--- config.mk ---
export PLATFORM = sky130hd
export DESIGN_NAME = fpbd_decoder
export DESIGN_NICKNAME = d
export VERILOG_FILES = /design/src/fpbd_pkg.sv /design/src/fpbd_decoder.sv /design/src/fpbd_mask_expand.sv
export SDC_FILE = /design/constraint.sdc
export NUM_CORES = 1
export LEC_CHECK = 0
export BUFFER_PORTS_ARGS = -buffer_cell sky130_fd_sc_hd__clkbuf_2
export CAP_MARGIN = 10
export CORE_MARGIN = 8
export CORE_UTILIZATION = 47
export DETAILED_ROUTE_END_ITERATION = 7
export PLACE_DENSITY = 0.88
export SETUP_SLACK_MARGIN = 0.5
export SYNTH_ARGS = -nofsm -noshare
export SYNTH_HDL_FRONTEND = slang
export SYNTH_HIERARCHICAL = 1
export SYNTH_SLANG_ARGS = --single-unit
export TNS_END_PERCENT = 20
--- constraint.sdc ---
create_clock -name mclk_i -period 2.36 [get_ports mclk_i]
set_clock_uncertainty 0.05 [all_clocks]
set_input_delay 0.236 -clock mclk_i [delete_from_list [all_inputs] [get_ports mclk_i]]
set_output_delay 0.236 -clock mclk_i [all_outputs]
set_load 0.03 [all_outputs]
--- src/fpbd_pkg.sv ---
// Shared field positions and constants for the fp/branch field decoder
package fpbd_pkg;
    // Field positions, big-endian bit numbering (0 = most significant)
    localparam int FPBD_MASK_MSB = 7;
    localparam int FPBD_MASK_LSB = 14;
    localparam int FPBD_SRC_A_MSB = 11;
    localparam int FPBD_SRC_A_LSB = 15;
    localparam int FPBD_SRC_B_MSB = 16;
    localparam int FPBD_SRC_B_LSB = 20;
    localparam int FPBD_SRC_C_MSB = 21;
    localparam int FPBD_SRC_C_LSB = 25;
    localparam int FPBD_TGT_MSB = 6;
    localparam int FPBD_TGT_LSB = 10;
    localparam int FPBD_IMM_MSB = 16;
    localparam int FPBD_IMM_LSB = 19;
    localparam int FPBD_LEV_MSB = 20;
    localparam int FPBD_LEV_LSB = 26;
    localparam int FPBD_DISP_MSB = 6;
    localparam int FPBD_DISP_LSB = 29;
    localparam int FPBD_ABS_BIT = 30;
    localparam int FPBD_LINK_BIT = 31;
    // Fixed handler address when the absolute bit is set
    localparam logic [31:0] FPBD_SVC_FIXED_ADDR = 32'h0000_1FE0;
    // Step from one instruction to the next
    localparam logic [31:0] FPBD_INSN_STEP = 32'h0000_0004;
    // Reset values
    localparam logic [31:0] FPBD_RESET_WORD = 32'h0000_0000;
    localparam logic [4:0] FPBD_RESET_SEL = 5'h00;
    // Instruction classes presented by the fetch path
    typedef enum logic [2:0] {
        FPBD_CLS_FP = 3'h1,
        FPBD_CLS_BRANCH = 3'h2,
        FPBD_CLS_SVC = 3'h4
    } fpbd_class_e;
endpackage

--- src/fpbd_decoder.sv ---
// Floating-point and branch instruction field decoder
`timescale 1ns/100ps
module fpbd_decoder
    import fpbd_pkg::*;
#(
    parameter int WORD_W = 32
) (
    input wire logic mclk_i,
    input wire logic reset_n_i,
    input wire logic insn_valid_i,
    input wire logic [31:0] insn_i,
    input wire logic [31:0] insn_addr_i,
    input wire logic [2:0] insn_class_i,
    input wire logic fp_store_form_i,
    output logic dec_valid_o,
    output logic [4:0] fp_source_a_select_o,
    output logic [4:0] fp_source_b_select_o,
    output logic [4:0] fp_source_c_select_o,
    output logic [4:0] fp_store_source_select_o,
    output logic [4:0] fp_target_select_o,
    output logic [7:0] fp_status_field_mask_o,
    output logic [31:0] fp_status_bit_mask_o,
    output logic [3:0] fp_status_imm_o,
    output logic [31:0] fp_status_data_o,
    output logic [6:0] supervisor_call_level_o,
    output logic [31:0] svc_handler_addr_o,
    output logic [31:0] branch_target_o,
    output logic link_write_o,
    output logic [31:0] link_data_o
);
    // Field positions assume a 32-bit word; refuse other widths early
    if (WORD_W != 32) begin : g_bad_width
        $error("fpbd_decoder: only 32-bit words are supported");
    end

    // Slice a field with bit 0 at the most significant end
    function automatic logic [31:0] fpbd_field(input logic [31:0] w,
                                               input int msb_n,
                                               input int lsb_n);
        logic [31:0] r;
        r = w >> (31 - lsb_n);
        r = r & ((32'h0000_0001 << (lsb_n - msb_n + 1)) - 32'h0000_0001);
        return r;
    endfunction

    logic is_branch;
    logic is_svc;
    logic [23:0] disp;
    logic [31:0] disp_ext;
    logic [6:0] level;
    logic [3:0] imm;
    logic [7:0] mask_raw;
    logic [7:0] mask_idx;
    logic [31:0] bit_mask;
    logic [31:0] next_status_data;
    logic [31:0] next_svc_addr;
    logic [31:0] next_target;
    logic [31:0] next_link;

    // Class decode and raw fields
    assign is_branch = insn_class_i == FPBD_CLS_BRANCH;
    assign is_svc = insn_class_i == FPBD_CLS_SVC;
    assign disp = 24'(fpbd_field(insn_i, FPBD_DISP_MSB, FPBD_DISP_LSB));
    assign level = 7'(fpbd_field(insn_i, FPBD_LEV_MSB, FPBD_LEV_LSB));
    assign imm = 4'(fpbd_field(insn_i, FPBD_IMM_MSB, FPBD_IMM_LSB));
    assign mask_raw = 8'(fpbd_field(insn_i, FPBD_MASK_MSB, FPBD_MASK_LSB));

    // Reverse so index 0 is insn bit 7, the first status field
    genvar g;
    generate
        for (g = 0; g < 8; g++) begin : g_rev
            assign mask_idx[g] = mask_raw[7-g];
        end
    endgenerate

    fpbd_mask_expand #(
        .FIELDS(8),
        .FIELD_W(4)
    ) u_mask (
        .mask_i(mask_idx),
        .bit_mask_o(bit_mask)
    );

    // Immediate replicated so each selected nibble takes the same data
    assign next_status_data = {8{imm}} & bit_mask;

    // Shift two, then sign extend to the full word
    assign disp_ext = {{6{disp[23]}}, disp, 2'b00};

    // Handler address: fixed or built from the level field
    always_comb begin
        if (insn_i[31-FPBD_ABS_BIT]) begin
            next_svc_addr = FPBD_SVC_FIXED_ADDR;
        end else begin
            next_svc_addr = {19'h00000, 1'b1, level, 5'h00};
        end
    end

    // Absolute form reuses the same bit that selects the fixed handler address
    always_comb begin
        if (insn_i[31-FPBD_ABS_BIT]) begin
            next_target = disp_ext;
        end else begin
            next_target = insn_addr_i + disp_ext;
        end
    end

    // Return address is always the following word
    assign next_link = insn_addr_i + FPBD_INSN_STEP;

    // Register selector fields
    always_ff @(posedge mclk_i) begin
        if (!reset_n_i) begin
            fp_source_a_select_o <= FPBD_RESET_SEL;
            fp_source_b_select_o <= FPBD_RESET_SEL;
            fp_source_c_select_o <= FPBD_RESET_SEL;
            fp_store_source_select_o <= FPBD_RESET_SEL;
            fp_target_select_o <= FPBD_RESET_SEL;
        end else if (insn_valid_i) begin
            fp_source_a_select_o <=
                5'(fpbd_field(insn_i, FPBD_SRC_A_MSB, FPBD_SRC_A_LSB));
            fp_source_b_select_o <=
                5'(fpbd_field(insn_i, FPBD_SRC_B_MSB, FPBD_SRC_B_LSB));
            fp_source_c_select_o <=
                5'(fpbd_field(insn_i, FPBD_SRC_C_MSB, FPBD_SRC_C_LSB));
            fp_store_source_select_o <= fp_store_form_i ?
                5'(fpbd_field(insn_i, FPBD_TGT_MSB, FPBD_TGT_LSB)) :
                FPBD_RESET_SEL;
            fp_target_select_o <= fp_store_form_i ? FPBD_RESET_SEL :
                5'(fpbd_field(insn_i, FPBD_TGT_MSB, FPBD_TGT_LSB));
        end
    end

    // Status register update fields
    always_ff @(posedge mclk_i) begin
        if (!reset_n_i) begin
            fp_status_field_mask_o <= 8'h00;
            fp_status_bit_mask_o <= FPBD_RESET_WORD;
            fp_status_imm_o <= 4'h0;
            fp_status_data_o <= FPBD_RESET_WORD;
        end else if (insn_valid_i) begin
            fp_status_field_mask_o <= mask_idx;
            fp_status_bit_mask_o <= bit_mask;
            fp_status_imm_o <= imm;
            fp_status_data_o <= next_status_data;
        end
    end

    // Control transfer fields
    always_ff @(posedge mclk_i) begin
        if (!reset_n_i) begin
            supervisor_call_level_o <= 7'h00;
            svc_handler_addr_o <= FPBD_RESET_WORD;
            branch_target_o <= FPBD_RESET_WORD;
        end else if (insn_valid_i) begin
            supervisor_call_level_o <= level;
            svc_handler_addr_o <= next_svc_addr;
            branch_target_o <= next_target;
        end
    end

    // Link register write; a cleared link bit never writes
    always_ff @(posedge mclk_i) begin
        if (!reset_n_i) begin
            link_write_o <= 1'b0;
            link_data_o <= FPBD_RESET_WORD;
            dec_valid_o <= 1'b0;
        end else begin
            dec_valid_o <= insn_valid_i;
            link_write_o <= insn_valid_i && (is_branch || is_svc)
                && insn_i[31-FPBD_LINK_BIT];
            if (insn_valid_i) begin
                link_data_o <= next_link;
            end
        end
    end

    // Checks
    link_clear_a: assert property (@(posedge mclk_i) disable iff (!reset_n_i)
        insn_valid_i && !insn_i[0] |=> !link_write_o)
        else $error("link written with link bit clear");
    link_branch_a: assert property (@(posedge mclk_i) disable iff (!reset_n_i)
        insn_valid_i && is_branch && insn_i[0] |=>
        link_write_o && link_data_o == $past(insn_addr_i) + 32'h4)
        else $error("branch link write wrong");
    link_svc_a: assert property (@(posedge mclk_i) disable iff (!reset_n_i)
        insn_valid_i && is_svc && insn_i[0] |=>
        link_write_o && link_data_o == $past(insn_addr_i) + 32'h4)
        else $error("svc link write wrong");
    svc_fixed_a: assert property (@(posedge mclk_i) disable iff (!reset_n_i)
        insn_valid_i && insn_i[1] |=> svc_handler_addr_o == 32'h1FE0)
        else $error("fixed handler address wrong");
    svc_level_a: assert property (@(posedge mclk_i) disable iff (!reset_n_i)
        insn_valid_i && !insn_i[1] |=>
        svc_handler_addr_o == {19'h0, 1'b1, $past(insn_i[11:5]), 5'h0})
        else $error("level handler address wrong");
    disp_rel_a: assert property (@(posedge mclk_i) disable iff (!reset_n_i)
        insn_valid_i && !insn_i[1] |=> branch_target_o ==
        $past(insn_addr_i) + {{6{$past(insn_i[25])}},
        $past(insn_i[25:2]), 2'b00})
        else $error("relative branch target wrong");
    src_sel_a: assert property (@(posedge mclk_i) disable iff (!reset_n_i)
        insn_valid_i |=> fp_source_a_select_o == $past(insn_i[20:16]) &&
        fp_source_b_select_o == $past(insn_i[15:11]) &&
        fp_source_c_select_o == $past(insn_i[10:6]))
        else $error("source selectors wrong");
    tgt_sel_a: assert property (@(posedge mclk_i) disable iff (!reset_n_i)
        insn_valid_i && !fp_store_form_i |=>
        fp_target_select_o == $past(insn_i[25:21]))
        else $error("target selector wrong");
    mask_first_a: assert property (@(posedge mclk_i) disable iff (!reset_n_i)
        insn_valid_i |=> fp_status_bit_mask_o[31:28] == {4{$past(insn_i[24])}}
        && fp_status_data_o[3:0] == ($past(insn_i[17]) ?
        $past(insn_i[15:12]) : 4'h0))
        else $error("status mask or data wrong");

    branch_link_c: cover property (@(posedge mclk_i)
        insn_valid_i && is_branch && insn_i[0]);
    svc_abs_c: cover property (@(posedge mclk_i)
        insn_valid_i && is_svc && insn_i[1]);
    neg_disp_c: cover property (@(posedge mclk_i)
        insn_valid_i && is_branch && insn_i[25]);
endmodule

--- src/fpbd_mask_expand.sv ---
// Expands the eight-bit status field mask into a per-bit write mask
`timescale 1ns/100ps
module fpbd_mask_expand
    import fpbd_pkg::*;
#(
    parameter int FIELDS = 8,
    parameter int FIELD_W = 4
) (
    input wire logic [FIELDS-1:0] mask_i,
    output logic [FIELDS*FIELD_W-1:0] bit_mask_o
);
    // The nibbles must tile the whole status word; refuse anything else
    if (FIELDS * FIELD_W != 32) begin : g_bad_cover
        $error("fpbd_mask_expand: fields must cover 32 bits");
    end

    // Mask index 0 (insn bit 7) covers status bits 00-03, the top nibble
    genvar g;
    generate
        for (g = 0; g < FIELDS; g++) begin : g_field
            assign bit_mask_o[(FIELDS-g)*FIELD_W-1 -: FIELD_W] =
                {FIELD_W{mask_i[g]}};
        end
    endgenerate
endmodule

## Word level (Yosys, flattened, before mapping)

Cells that the tools add are included.

| word-level totals | value |
|---|---|
| register bits | 203 |
| output and inout port bits | 206 |

| cells by class | value |
|---|---|
| add/sub/neg operators | 2 |
| equality and inequality tests | 2 |
| mux-type cells | 4 |
| bitwise operators | 1 |
| reductions and logical operators | 3 |

Operator list:

| cell | number |
|---|---|
| $add 32x3->32 const B | 1 |
| $add 32x32->32 | 1 |
| $and 32x32->32 | 1 |
| $mux 32 | 1 |
| $mux 12 | 1 |
| $mux 5 | 2 |
| $eq 3x2->1 const B | 1 |
| $eq 3x3->1 const B | 1 |
| $logic_and 1x1->1 | 2 |
| $logic_or 1x1->1 | 1 |

## Logic depth before layout (Yosys ltp)

Gate-level depths: netlist of run 1.

| depth | value |
|---|---|
| depth after elaboration | 4 |
| gate-level depth with buffers | 10 |
| depth with buffers taken out | 10 |

## By module

Netlist of run 1, hierarchy kept.

Modules (own cells, without submodules):

| module | instances | cells each | area each (sq um) |
|---|---|---|---|
| fpbd_decoder | 1 | 992 | 8361.8 |
| fpbd_mask_expand | 1 | 32 | 240.2 |

## Least setup slack after synthesis of run 1

OpenSTA, ideal clock, no wires.

| timing | value |
|---|---|
| kind | input to register |
| from | input insn_i[2] |
| to | register branch_target_o[26] |
| arrival | 2.217 ns |
| required time | 2.193 ns |
| slack | -0.023 ns |
| stages | 10 |
| path buffers | 0 |
| cells stage by stage | ha_1 fa_1 a21oi_1 o211ai_2 nand4_1 a21o_1 a21oi_2 or4_1 a31oi_1 nor2_1 |

| on the way | value |
|---|---|
| cells in the longest elaborated chain, start to end | 2 |

Ends and longest elaborated chain:

| what | RTL line | source |
|---|---|---|
| from (decl) | fpbd_decoder.sv:11 | `input wire logic [31:0] insn_i,` |
| $add 32x32->32 | fpbd_decoder.sv:104 | `next_target = insn_addr_i + disp_ext;` |
| $mux 32 | fpbd_decoder.sv:101 | `if (insn_i[31-FPBD_ABS_BIT]) begin` |
| to (signal assigned) | fpbd_decoder.sv:158 | `branch_target_o <= next_target;` |
| to (decl) | fpbd_decoder.sv:27 | `output logic [31:0] branch_target_o,` |

No other way between the ends.
A chain may end at the register's enable or synchronous reset.

## Worst setup path after layout of run 1

| timing | value |
|---|---|
| from | input insn_i[4] |
| to | register branch_target_o[29] |

Same word-level chain as after synthesis.

==> key figures, run 1 <==
Setup path
  – Worst-path maximum fanout: 4
  – Max stage delay cell, worst path: a21oi_1
  – FF-to-FF End: branch_target_o[29]
  – Flop-to-flop setup slack: 1.32 ns
  – Element type at the critical path end: flop
  – CP Launch Type: primary input
  – Buf/Inv on CP: 1
  – CP dominant cell by count: a21oi_1
  – Family with the most delay on the worst path: compound AO/OA/AOI/OAI gates
  – Crit path from: insn_i[4]
  – FF-to-FF Start: branch_target_o[29]
  – CP max stage delay: 0.31 ns
  – Reg2Reg Depth: 4
  – Cells along the critical path: clkbuf_2 > ha_4 > o21ai_1 > o21ai_2 > nand3_1 > a21oi_1 > a21oi_1 > a211oi_2 > mux2i_1 > o221ai_1
  – Setup CP Type: primary input to flop
  – Crit path required time: 2.61 ns
  – Worst EP arrival: 2.27 ns

Floorplanning
  – Initial Util: 0.479
  – Die extent in x: 151 µm
  – Core Area: 18000 µm²
  – Vert. Die Dim: approximately 150 µm
  – Io pins: 277
  – Die area: ~23000 µm²
  – Std cell rows: 49

Layout
  – ANT cells: 0
  – # fillers: 1540
  – Layout cells sized above 1: 0.340
  – Sequential cell area: 3360 µm²
  – Commonest non-fill, non-tap cells in the layout: 234 x clkbuf_2, 168 x dfxtp_1, 145 x nor2_1
  – Fin area: 11100 µm²
  – Nets@finish: around 1400
  – Multi-input logic area: 4750 µm²
  – P&R area growth vs syn: 29.4%
  – Most common cell after layout, fill and taps aside: clkbuf_2

Yosys
  – Yosys reg bits: 168
  – Mapped cell area: 8600 µm²
  – Post-synth EDFFs: 0
  – Area leader, netlist: dfxtp_1
  – Distinct cells, synth: 71
  – Seq/Total Area, Yosys: 0.391
  – Post-synthesis async set-or-reset flop share: 0
  – Mapped Avg Cell Area: 8.40 µm²
  – Post-Syn Instances: 1024
  – Most area-consuming cells after synthesis: dfxtp_1 39%, nor2_1 6.3%, buf_4 6.2%
  – Ys flop type: dfxtp_1
  – YS warnings: 6
  – Synth top area share: 0.391

Placement
  – Number of buffers added on ports: 246
  – Area after DPL: 10200 µm²
  – RePlAce Congestion: 0.878
  – DPL Wire Length: 21100 µm

Routing
  – Final WL: between 20000 and 30000 µm
  – Max Used Layer: met4
  – Met1 WL: 11100 µm
  – Drt via density: roughly 5.4
  – Vias: 8254
  – Router iterations before antenna repair: 5
  – Antenna Nets Post-Route: 0
  – WL/cell: 18.3 µm
  – # DRC: 0
  – Starting DRT DRC Count: 463
  – WL met2: 13400 µm
  – Met3 routed WL: ~2600 µm

Worst hold path
  – Hold endpoint: link_write_o
  – Min-delay worst type: primary input to flop
  – Cells on Worst Hold Path: 2
  – Hold path start: insn_i[0]

Flow run
  – Max-cap viol count: 0

Pwr
  – Seq pwr share: 0.397
  – Total chip power: approximately 7.8 mW
  – Power per cell area: around 700 nW/µm²
  – Switching pwr: 2.64 mW
  – Sw Ratio: 0.337
  – Combinational fraction of design power: 0.252
  – Internal power: between 5 and 6 mW
  – Leak: 5.07 nW
  – Clk pwr share: 0.352
  – Peak VDD IR: 501 µV

GRT
  – Largest net degree at the start of global routing: 58
  – Vias in the first global route: 8183
  – Tot GR Track Use: 0.235
  – GRT overflow: 0
  – First-pass GRT wire length: 42400 µm
  – Antenna violations before repair: 0

CTS
  – H-tree lvl count: 4
  – Clock Latency Late Sink: 0.42 ns
  – Clk sink count: 168
  – CTS tree: done
  – CTS buffer count: 17
  – Hold-fix buffers, CTS: 0
  – Clock Path Buffers: 2
  – Root buf cell: clkbuf_16
  – Clock transition at path regs: about 0.070 ns

Timing
  – Max transition margin: 0.363
  – Share of the cycle needed by the critical path after routing: 0.855
  – Fin crit period: around 2.0 ns
  – Setup violators final: 0
  – Final Max Slew Viols: 0
  – Slew at the pin with the worst max-slew slack: 0.954 ns
  – Final hold vios: 0
  – RSZ-0062 raised after global routing: true
  – Max Clk Rate: 0.496 GHz

Status
  – Outcome: completed
[worst reg2reg max path, delay by kind of cell, from the launching register on]
kind | cells | cell delay (ns)
flops | 1 | 0.31
simple gates | 2 | 0.29
mux | 1 | 0.14
compound gates | 1 | 0.12
[repair_timing]
action | in CTS | in global routing
endpoints found under the setup margin | 15 | 22
pin swaps | 4 | 12
hold endpoints to repair | 0 | 0
buffers inserted | 2 | 4
resized for setup | 16 | 37
[cell type report]
class / instances / share of cell area
well taps: 229 / 0.0258
clock buffers: 19 / 0.0407
multi-input cells: 732 / 0.427
flip-flops and latches: 168 / 0.302
clock inverters: 13 / 0.0119
inverters: 15 / 0.00529
repair buffers: 347 / 0.187
[synth_stat cells (all sizes together) (11+ instances only)]
library cell,count
a211oi,22
a21o,12
a21oi,88
a22oi,21
a311oi,12
buf,85
clkbuf,45
dfxtp,168
ha,30
inv,14
mux2i,51
nand2,84
nand3,40
nand4,14
nor2,146
nor3,13
o21ai,59
or3,11
xnor2,21
xor2,18
[metrics by stage]
stage / setup WS [ns] / setup TNS [ns] / hold slack, ns / cells / utilization
floorplan: 0.190 / 0 / 0.285 / 1047 / -
global placement: -0.105 / -0.478 / 0.395 / 1485 / 0.570
detailed placement: -0.155 / -0.883 / 0.403 / 1485 / 0.570
CTS: 0.363 / 0 / 0.0179 / 1519 / 0.609
global route: 0.227 / 0 / 0.0188 / 1523 / 0.619
finish: 0.342 / 0 / 0.0309 / 1523 / 0.619
[kinds of logic (layout without fill, tap and decap cells)]
kind of cell | Yosys count | after routing | share of synthesized area
xor+xnor | 39 | 39 | 0.0397
flops | 168 | 168 | 0.391
other cells | 1 | 24 | 0.000436
mux | 52 | 52 | 0.0607
compound gates | 249 | 249 | 0.182
fa+ha+maj | 31 | 31 | 0.0460
buf+inv | 147 | 394 | 0.102
simple gates | 337 | 337 | 0.179
[power groups by stage]
stage	registers, mW	clock network (mW)	logic, mW
5_1_grt	3.13	2.94	2.12
2_1_floorplan	3.51	0	0.954
3_5_place_dp	3.17	0	1.88
4_1_cts	3.11	2.80	1.91
6_report	3.11	2.75	1.97
3_3_place_gp	3.16	0	1.85
[registers in the layout, indices dropped and copies added (netlist names)]
signal,flops
fp_source_a_select_o,4
fp_status_field_mask_o,5
supervisor_call_level_o,2
fp_status_data_o,32
fp_status_bit_mask_o,32
fp_source_b_select_o,5
branch_target_o,32
link_data_o,32
dec_valid_o,1
fp_store_source_select_o,5
svc_handler_addr_o,8
link_write_o,1
fp_target_select_o,5
fp_source_c_select_o,4
[worst max-delay path by stage]
| stage | endpoint | depth (start not counted) |
|---|---|---|
| after floorplan | branch_target_o[26] | 10 |
| after global placement | branch_target_o[31] | 10 |
| after detailed placement | branch_target_o[29] | 10 |
| after CTS | branch_target_o[26] | 11 |
| after global routing | branch_target_o[26] | 11 |
| final | branch_target_o[29] | 10 |
[metal layers]
layer  global-route usage  vias up
met3               0.0705       50
met4               0.0866        0
li1                     -     4013
met1                0.271     3874
met5                    0        -
met2                0.404      317
No activity file was read; power rests on OpenSTA's default activity.
==> run 2: changes to the inputs <==
--- a/config.mk
+++ b/config.mk
@@ -8,12 +8,11 @@
 export BUFFER_PORTS_ARGS = -buffer_cell sky130_fd_sc_hd__clkbuf_2
 export CAP_MARGIN = 10
 export CORE_MARGIN = 8
-export CORE_UTILIZATION = 47
+export CORE_UTILIZATION = 46
 export DETAILED_ROUTE_END_ITERATION = 7
-export PLACE_DENSITY = 0.88
+export PLACE_DENSITY = 0.87
 export SETUP_SLACK_MARGIN = 0.5
 export SYNTH_ARGS = -nofsm -noshare
 export SYNTH_HDL_FRONTEND = slang
-export SYNTH_HIERARCHICAL = 1
 export SYNTH_SLANG_ARGS = --single-unit
 export TNS_END_PERCENT = 20
==> run 2 against run 1 <==
  * Via count shrank 6.5%
  * Hold slack gained 0.0086 ns
  * Flip-flop and latch count shrank 32
  * Die area shrank 5.0%
==> key figures, run 2 <==
Status
  – Outcome: completed

Timing
  – Slew at the pin with the worst max-slew slack: approximately 0.58 ns
  – RSZ-0062 raised after global routing: true
  – Max transition margin: 0.607
  – Final hold vios: 0
  – Fin crit period: 2.19 ns
  – WHS: around 0.04 ns
  – Setup violators final: 0
  – Final Max Slew Viols: 0
  – Share of the cycle needed by the critical path after routing: 0.929
  – Max Clk Rate: 0.456 GHz
  – Setup TNS: 0 ns

GRT
  – GRT overflow: 0
  – First-pass GRT wire length: 39300 µm
  – Tot GR Track Use: 0.222
  – Vias in the first global route: 7529
  – Largest net degree at the start of global routing: 143
  – Antenna violations before repair: 0

Floorplanning
  – Die area: 21700 µm²
  – Die extent in x: 147 µm
  – Io pins: 277
  – Initial Util: 0.464
  – Core Area: 17100 µm²
  – Vert. Die Dim: 147 µm
  – Std cell rows: 48

Setup path
  – Reg2Reg Depth: 3
  – Crit path required time: 2.65 ns
  – FF-to-FF End: branch_target_o[30]
  – Crit path from: insn_i[2]
  – Worst-path maximum fanout: 3
  – FF-to-FF Start: branch_target_o[30]
  – CP Launch Type: primary input
  – Worst EP arrival: 2.48 ns
  – Element type at the critical path end: flop
  – Setup CP Type: primary input to flop
  – Flop-to-flop setup slack: 1.51 ns

Yosys
  – Synth top area share: 0.342
  – Post-synthesis async set-or-reset flop share: 0
  – Distinct cells, synth: 63
  – Ys flop type: dfxtp_1
  – Seq/Total Area, Yosys: 0.342
  – Yosys reg bits: 136
  – Most common library cells after synthesis: 136 x dfxtp_1, 88 x a21oi_1, 88 x nor2b_1
  – Most area-consuming cells after synthesis: dfxtp_1 34%, nor2b_1 6.9%, buf_4 6.6%
  – Post-synth EDFFs: 0
  – Mapped Avg Cell Area: 8.40 µm²
  – Mapped cell area: 7950 µm²
  – Area leader, netlist: dfxtp_1
  – YS warnings: 0
  – Post-Syn Instances: 947
  – Top-count cell post-synth: dfxtp_1

Pwr
  – Peak VDD IR: 464 µV
  – Total chip power: roughly 7 mW
  – Leak: around 5 nW
  – Power per cell area: 684 nW/µm²

CTS
  – Root buf cell: clkbuf_16
  – H-tree lvl count: 4
  – Clock transition at path regs: 0.06 ns
  – CTS tree: done
  – Hold-fix buffers, CTS: 0
  – Clk sink count: 136
  – Clock Path Buffers: 2
  – CTS buffer count: 17
  – Clock Latency Late Sink: 0.41 ns

Routing
  – Router iterations before antenna repair: 5
  – Vias: 7716
  – Antenna Nets Post-Route: 0
  – Final WL: between 20000 and 30000 µm
  – Drt via density: 5.31
  – WL/cell: 17.6 µm
  – Starting DRT DRC Count: about 480
  – # DRC: 0

Layout
  – Nets@finish: 1317
  – Layout cells sized above 1: 0.344
  – P&R area growth vs syn: 31.2%
  – ANT cells: 0
  – # fillers: 1519
  – Post-layout util: 0.609
  – Most common cell after layout, fill and taps aside: clkbuf_2
  – Regs by FF count: branch_target_o x32, fp_status_data_o x32, link_data_o x32
  – Commonest non-fill, non-tap cells in the layout: 242 x clkbuf_2, 136 x dfxtp_1, 106 x buf_4

Placement
  – Number of buffers added on ports: 246
  – RePlAce Congestion: 0.895
  – DPL Wire Length: just under 20000 µm

Worst hold path
  – Min-delay worst type: primary input to flop
  – Cells on Worst Hold Path: 2
  – Hold path start: reset_n_i
  – Hold endpoint: branch_target_o[0]

Flow run
  – Max-cap viol count: 0
-- run 2: cell types whose count changed in the layout (fill, tap and decap cells not counted), moves of 11 or more --
cell | before | now
a22oi_1 | 21 | 0
o211a_1 | 2 | 35
dfxtp_1 | 168 | 136
a21boi_0 | 1 | 12
a211oi_1 | 20 | 5
nor2b_1 | 0 | 88
nor2_1 | 145 | 33
mux2i_1 | 51 | 23
nand2b_1 | 0 | 15
a311oi_1 | 12 | 1
-- run 2: worst max path at each step --
stage / slack (ns) / endpoint
CTS: 0.26 / branch_target_o[30]
detailed placement: -0.26 / branch_target_o[25]
global route: 0.13 / branch_target_o[22]
global placement: -0.19 / branch_target_o[28]
finish: 0.17 / branch_target_o[28]
floorplan: 0.15 / branch_target_o[31]
-- run 2: stage by stage --
step	instance area, µm²	worst slack [ns]	cells
after global routing	10400	0.128	1453
after detailed placement	9650	-0.260	1411
after floorplan	8150	0.151	970
final	10400	0.168	1453
after CTS	10400	0.263	1452
after global placement	9650	-0.194	1411
-- run 2: what timing repair did --
action,in CTS,in global routing
endpoints found under the setup margin,20,24
pin swaps,16,8
resized for setup,12,7
setup buffers,9,1
-- run 2: area by class of cell --
type	instances	area, µm²	share of cell area
multi-input combinational	690	4700	0.451
inverter	18	67.6	0.00648
tap	225	282	0.0270
clock buffer	18	439	0.0421
sequential	136	2720	0.261
timing repair buffer	352	2070	0.198
clock inverter	14	149	0.0143
-- run 2: cell families (layout without fill, tap and decap cells) --
group	Yosys count	after routing	share of synthesized area
DFF	136	136	0.342
AOI/OAI and AO/OA	264	264	0.224
buffers and inverters	144	402	0.102
other	1	24	0.000472
and+or+nand+nor	300	300	0.199
adders and majority gates	31	31	0.0497
muxes	24	24	0.0304
xor gates and xnor gates	47	47	0.0518
-- run 2: per-layer routing --
metal	vias to the layer above	share of wire	global-route usage
met4	0	0.029	0.0887
met5	-	0	0
li1	3768	-	-
met1	3622	0.42	0.263
met2	284	0.48	0.375
met3	42	0.073	0.0614
-- run 2: worst max-delay path: stages --
cell and delay (ns):
buf_8 0.10, ha_4 0.15, fa_2 0.36, a211oi_4 0.30, nor2_2 0.10, o311ai_2 0.28, buf_4 0.18, a31oi_4 0.10
a21oi_4 0.21, nor4_2 0.10, o211a_1 0.23, nor3_1 0.11
-- run 2: power by group --
group          switching, mW  internal (mW)
combinational           1.21          0.726
clock                   1.08           1.59
sequential            0.0844           2.44
==> run 3: changes to the inputs <==
--- a/config.mk
+++ b/config.mk
@@ -7,6 +7,7 @@
 export LEC_CHECK = 0
 export BUFFER_PORTS_ARGS = -buffer_cell sky130_fd_sc_hd__clkbuf_2
 export CAP_MARGIN = 10
+export CORE_ASPECT_RATIO = 2
 export CORE_MARGIN = 8
 export CORE_UTILIZATION = 46
 export DETAILED_ROUTE_END_ITERATION = 7
==> run 3 against run 2 <==
  * Global-route usage grew 1.2 points
  * Flip-flop and latch count unchanged
  * Routed wire length rose by 4.2%
  * Total power rose by 3.1%
  * Largest cell class unchanged
  * Highest routed layer unchanged
==> key figures, run 3 (synthesis results as in run 2) <==
Status
  – Outcome: completed

Setup path
  – CP max stage delay: 0.36 ns
  – Max stage delay cell, worst path: fa_2
  – Worst-path maximum fanout: 3
  – Cells along the critical path: buf_8 > ha_4 > fa_2 > a211oi_2 > nor2_1 > o311ai_1 > buf_4 > a31oi_4 > a21oi_4 > o21ai_1 > xnor2_1 > a21oi_1
  – CP Launch Type: primary input
  – Flop-to-flop setup slack: 1.52 ns
  – Element type at the critical path end: flop
  – Crit path required time: 2.61 ns
  – Setup CP Type: primary input to flop
  – Worst EP arrival: 2.33 ns

Routing
  – Router iterations before antenna repair: 5
  – # DRC: 0
  – Final WL: 26600 µm
  – Starting DRT DRC Count: 448
  – Antenna Nets Post-Route: 0
  – Drt via density: 5.46
  – WL/cell: 18.4 µm
  – Vias: 7888

Pwr
  – Combinational fraction of design power: 0.267
  – Leak: 5.05 nW
  – Switching pwr: 2.40 mW
  – Total chip power: 7.35 mW
  – Clk pwr share: 0.389
  – Internal power: 4.96 mW
  – Power per cell area: 701 nW/µm²
  – Seq pwr share: 0.344
  – Sw Ratio: 0.326
  – Peak VDD IR: 509 µV

Timing
  – Max Clk Rate: 0.480 GHz
  – Setup TNS: 0 ns
  – Fin crit period: 2.08 ns
  – Max transition margin: 0.645
  – Share of the cycle needed by the critical path after routing: 0.883
  – WHS: about 0.043 ns
  – Setup violators final: 0
  – Slew at the pin with the worst max-slew slack: 0.528 ns
  – Final hold vios: 0
  – RSZ-0062 raised after global routing: true
  – Final Max Slew Viols: 0
  – Final setup margin: 0.276 ns

GRT
  – First-pass GRT wire length: 41100 µm
  – Vias in the first global route: 7715
  – Tot GR Track Use: 0.234
  – Antenna violations before repair: 0
  – Largest net degree at the start of global routing: 55
  – GRT overflow: 0

Placement
  – RePlAce Congestion: 0.918
  – Placed Cells: about 1400
  – Pre-CTS WS: -0.190 ns
  – Number of buffers added on ports: 246
  – DPL Wire Length: 20500 µm
  – Area after DPL: approximately 9700 µm²

Floorplanning
  – Vert. Die Dim: between 200 and 250 µm
  – Die area: 22000 µm²
  – Core Area: ~17000 µm²
  – Std cell rows: 68
  – Initial Util: 0.465
  – Io pins: 277
  – Die extent in x: 109 µm

Layout
  – ANT cells: 0
  – Nets@finish: about 1300
  – P&R area growth vs syn: 31.8%
  – Regs by FF count: branch_target_o x32, fp_status_data_o x32, link_data_o x32
  – Final Instance Count excl. Fillers: 1444
  – Multi-input logic area: between 4000 and 5000 µm²
  – # fillers: 1474
  – Commonest non-fill, non-tap cells in the layout: 242 x clkbuf_2, 136 x dfxtp_1, 112 x buf_4
  – Sequential cell area: about 2700 µm²
  – Fin area: 10500 µm²
  – Most common cell after layout, fill and taps aside: clkbuf_2
  – Layout cells sized above 1: 0.347
  – Post-layout util: 0.613

CTS
  – Root buf cell: clkbuf_16
  – CTS buffer count: 17
  – Hold-fix buffers, CTS: 0
  – Clock transition at path regs: 0.06 ns
  – CTS tree: done
  – H-tree lvl count: 4
  – Clock Latency Late Sink: 0.41 ns
  – Clock Path Buffers: 2
  – Clk sink count: 136

Flow run
  – Max-cap viol count: 0

Worst hold path
  – Min-delay worst type: primary input to flop
[run 3: cell count changes in the layout (fill, tap and decap cells not counted), moves of 3 or more]
cell,before,now
o21ai_2,4,1
o21ai_1,3,6
buf_4,106,112
clkinv_2,4,1
a21oi_1,85,82
[run 3: final cells by class]
| type | count | area share |
|---|---|---|
| multi-input cells | 690 | 0.448 |
| flip-flops and latches | 136 | 0.260 |
| repair buffers | 358 | 0.201 |
| clock buffers | 18 | 0.0409 |
| well taps | 210 | 0.0251 |
| clock inverters | 14 | 0.0190 |
| inverters | 18 | 0.00645 |
[run 3: power by group through the flow]
stage,clock (mW),sequential (mW),combinational (mW)
2_1_floorplan,0,2.85,1.00
3_3_place_gp,0,2.57,1.86
3_5_place_dp,0,2.58,1.89
4_1_cts,2.91,2.53,1.92
5_1_grt,3.00,2.55,2.10
6_report,2.86,2.53,1.96
[run 3: worst paths after layout]
kind | start | to | cells past startpoint
max | insn_i[2] | branch_target_o[24] | 12
min | insn_i[0] | link_write_o | 2
max reg2reg | branch_target_o[30] | branch_target_o[30] | 3
min reg2reg | svc_handler_addr_o[12] | svc_handler_addr_o[12] | 1
[run 3: worst max-delay path, delay by kind of cell]
kind                       cells  cell delay, ns
xor gates and xnor gates       1            0.16
buffers and inverters          2            0.30
adders and majority gates      2            0.51
AOI/OAI and AO/OA              6            1.02
and+or+nand+nor                1            0.12
[run 3: repair_timing]
item,in CTS,in global routing
setup endpoints to repair,18,22
pin swaps,10,15
setup buffers,2,3
gates resized for setup,7,13
[run 3: per-layer routing]
metal	vias up	GRT usage	routed length, µm
li1	3765	-	-
met2	340	0.397	13200
met1	3741	0.274	10500
met4	0	0.0842	654
met3	42	0.0596	2320
met5	-	0	0
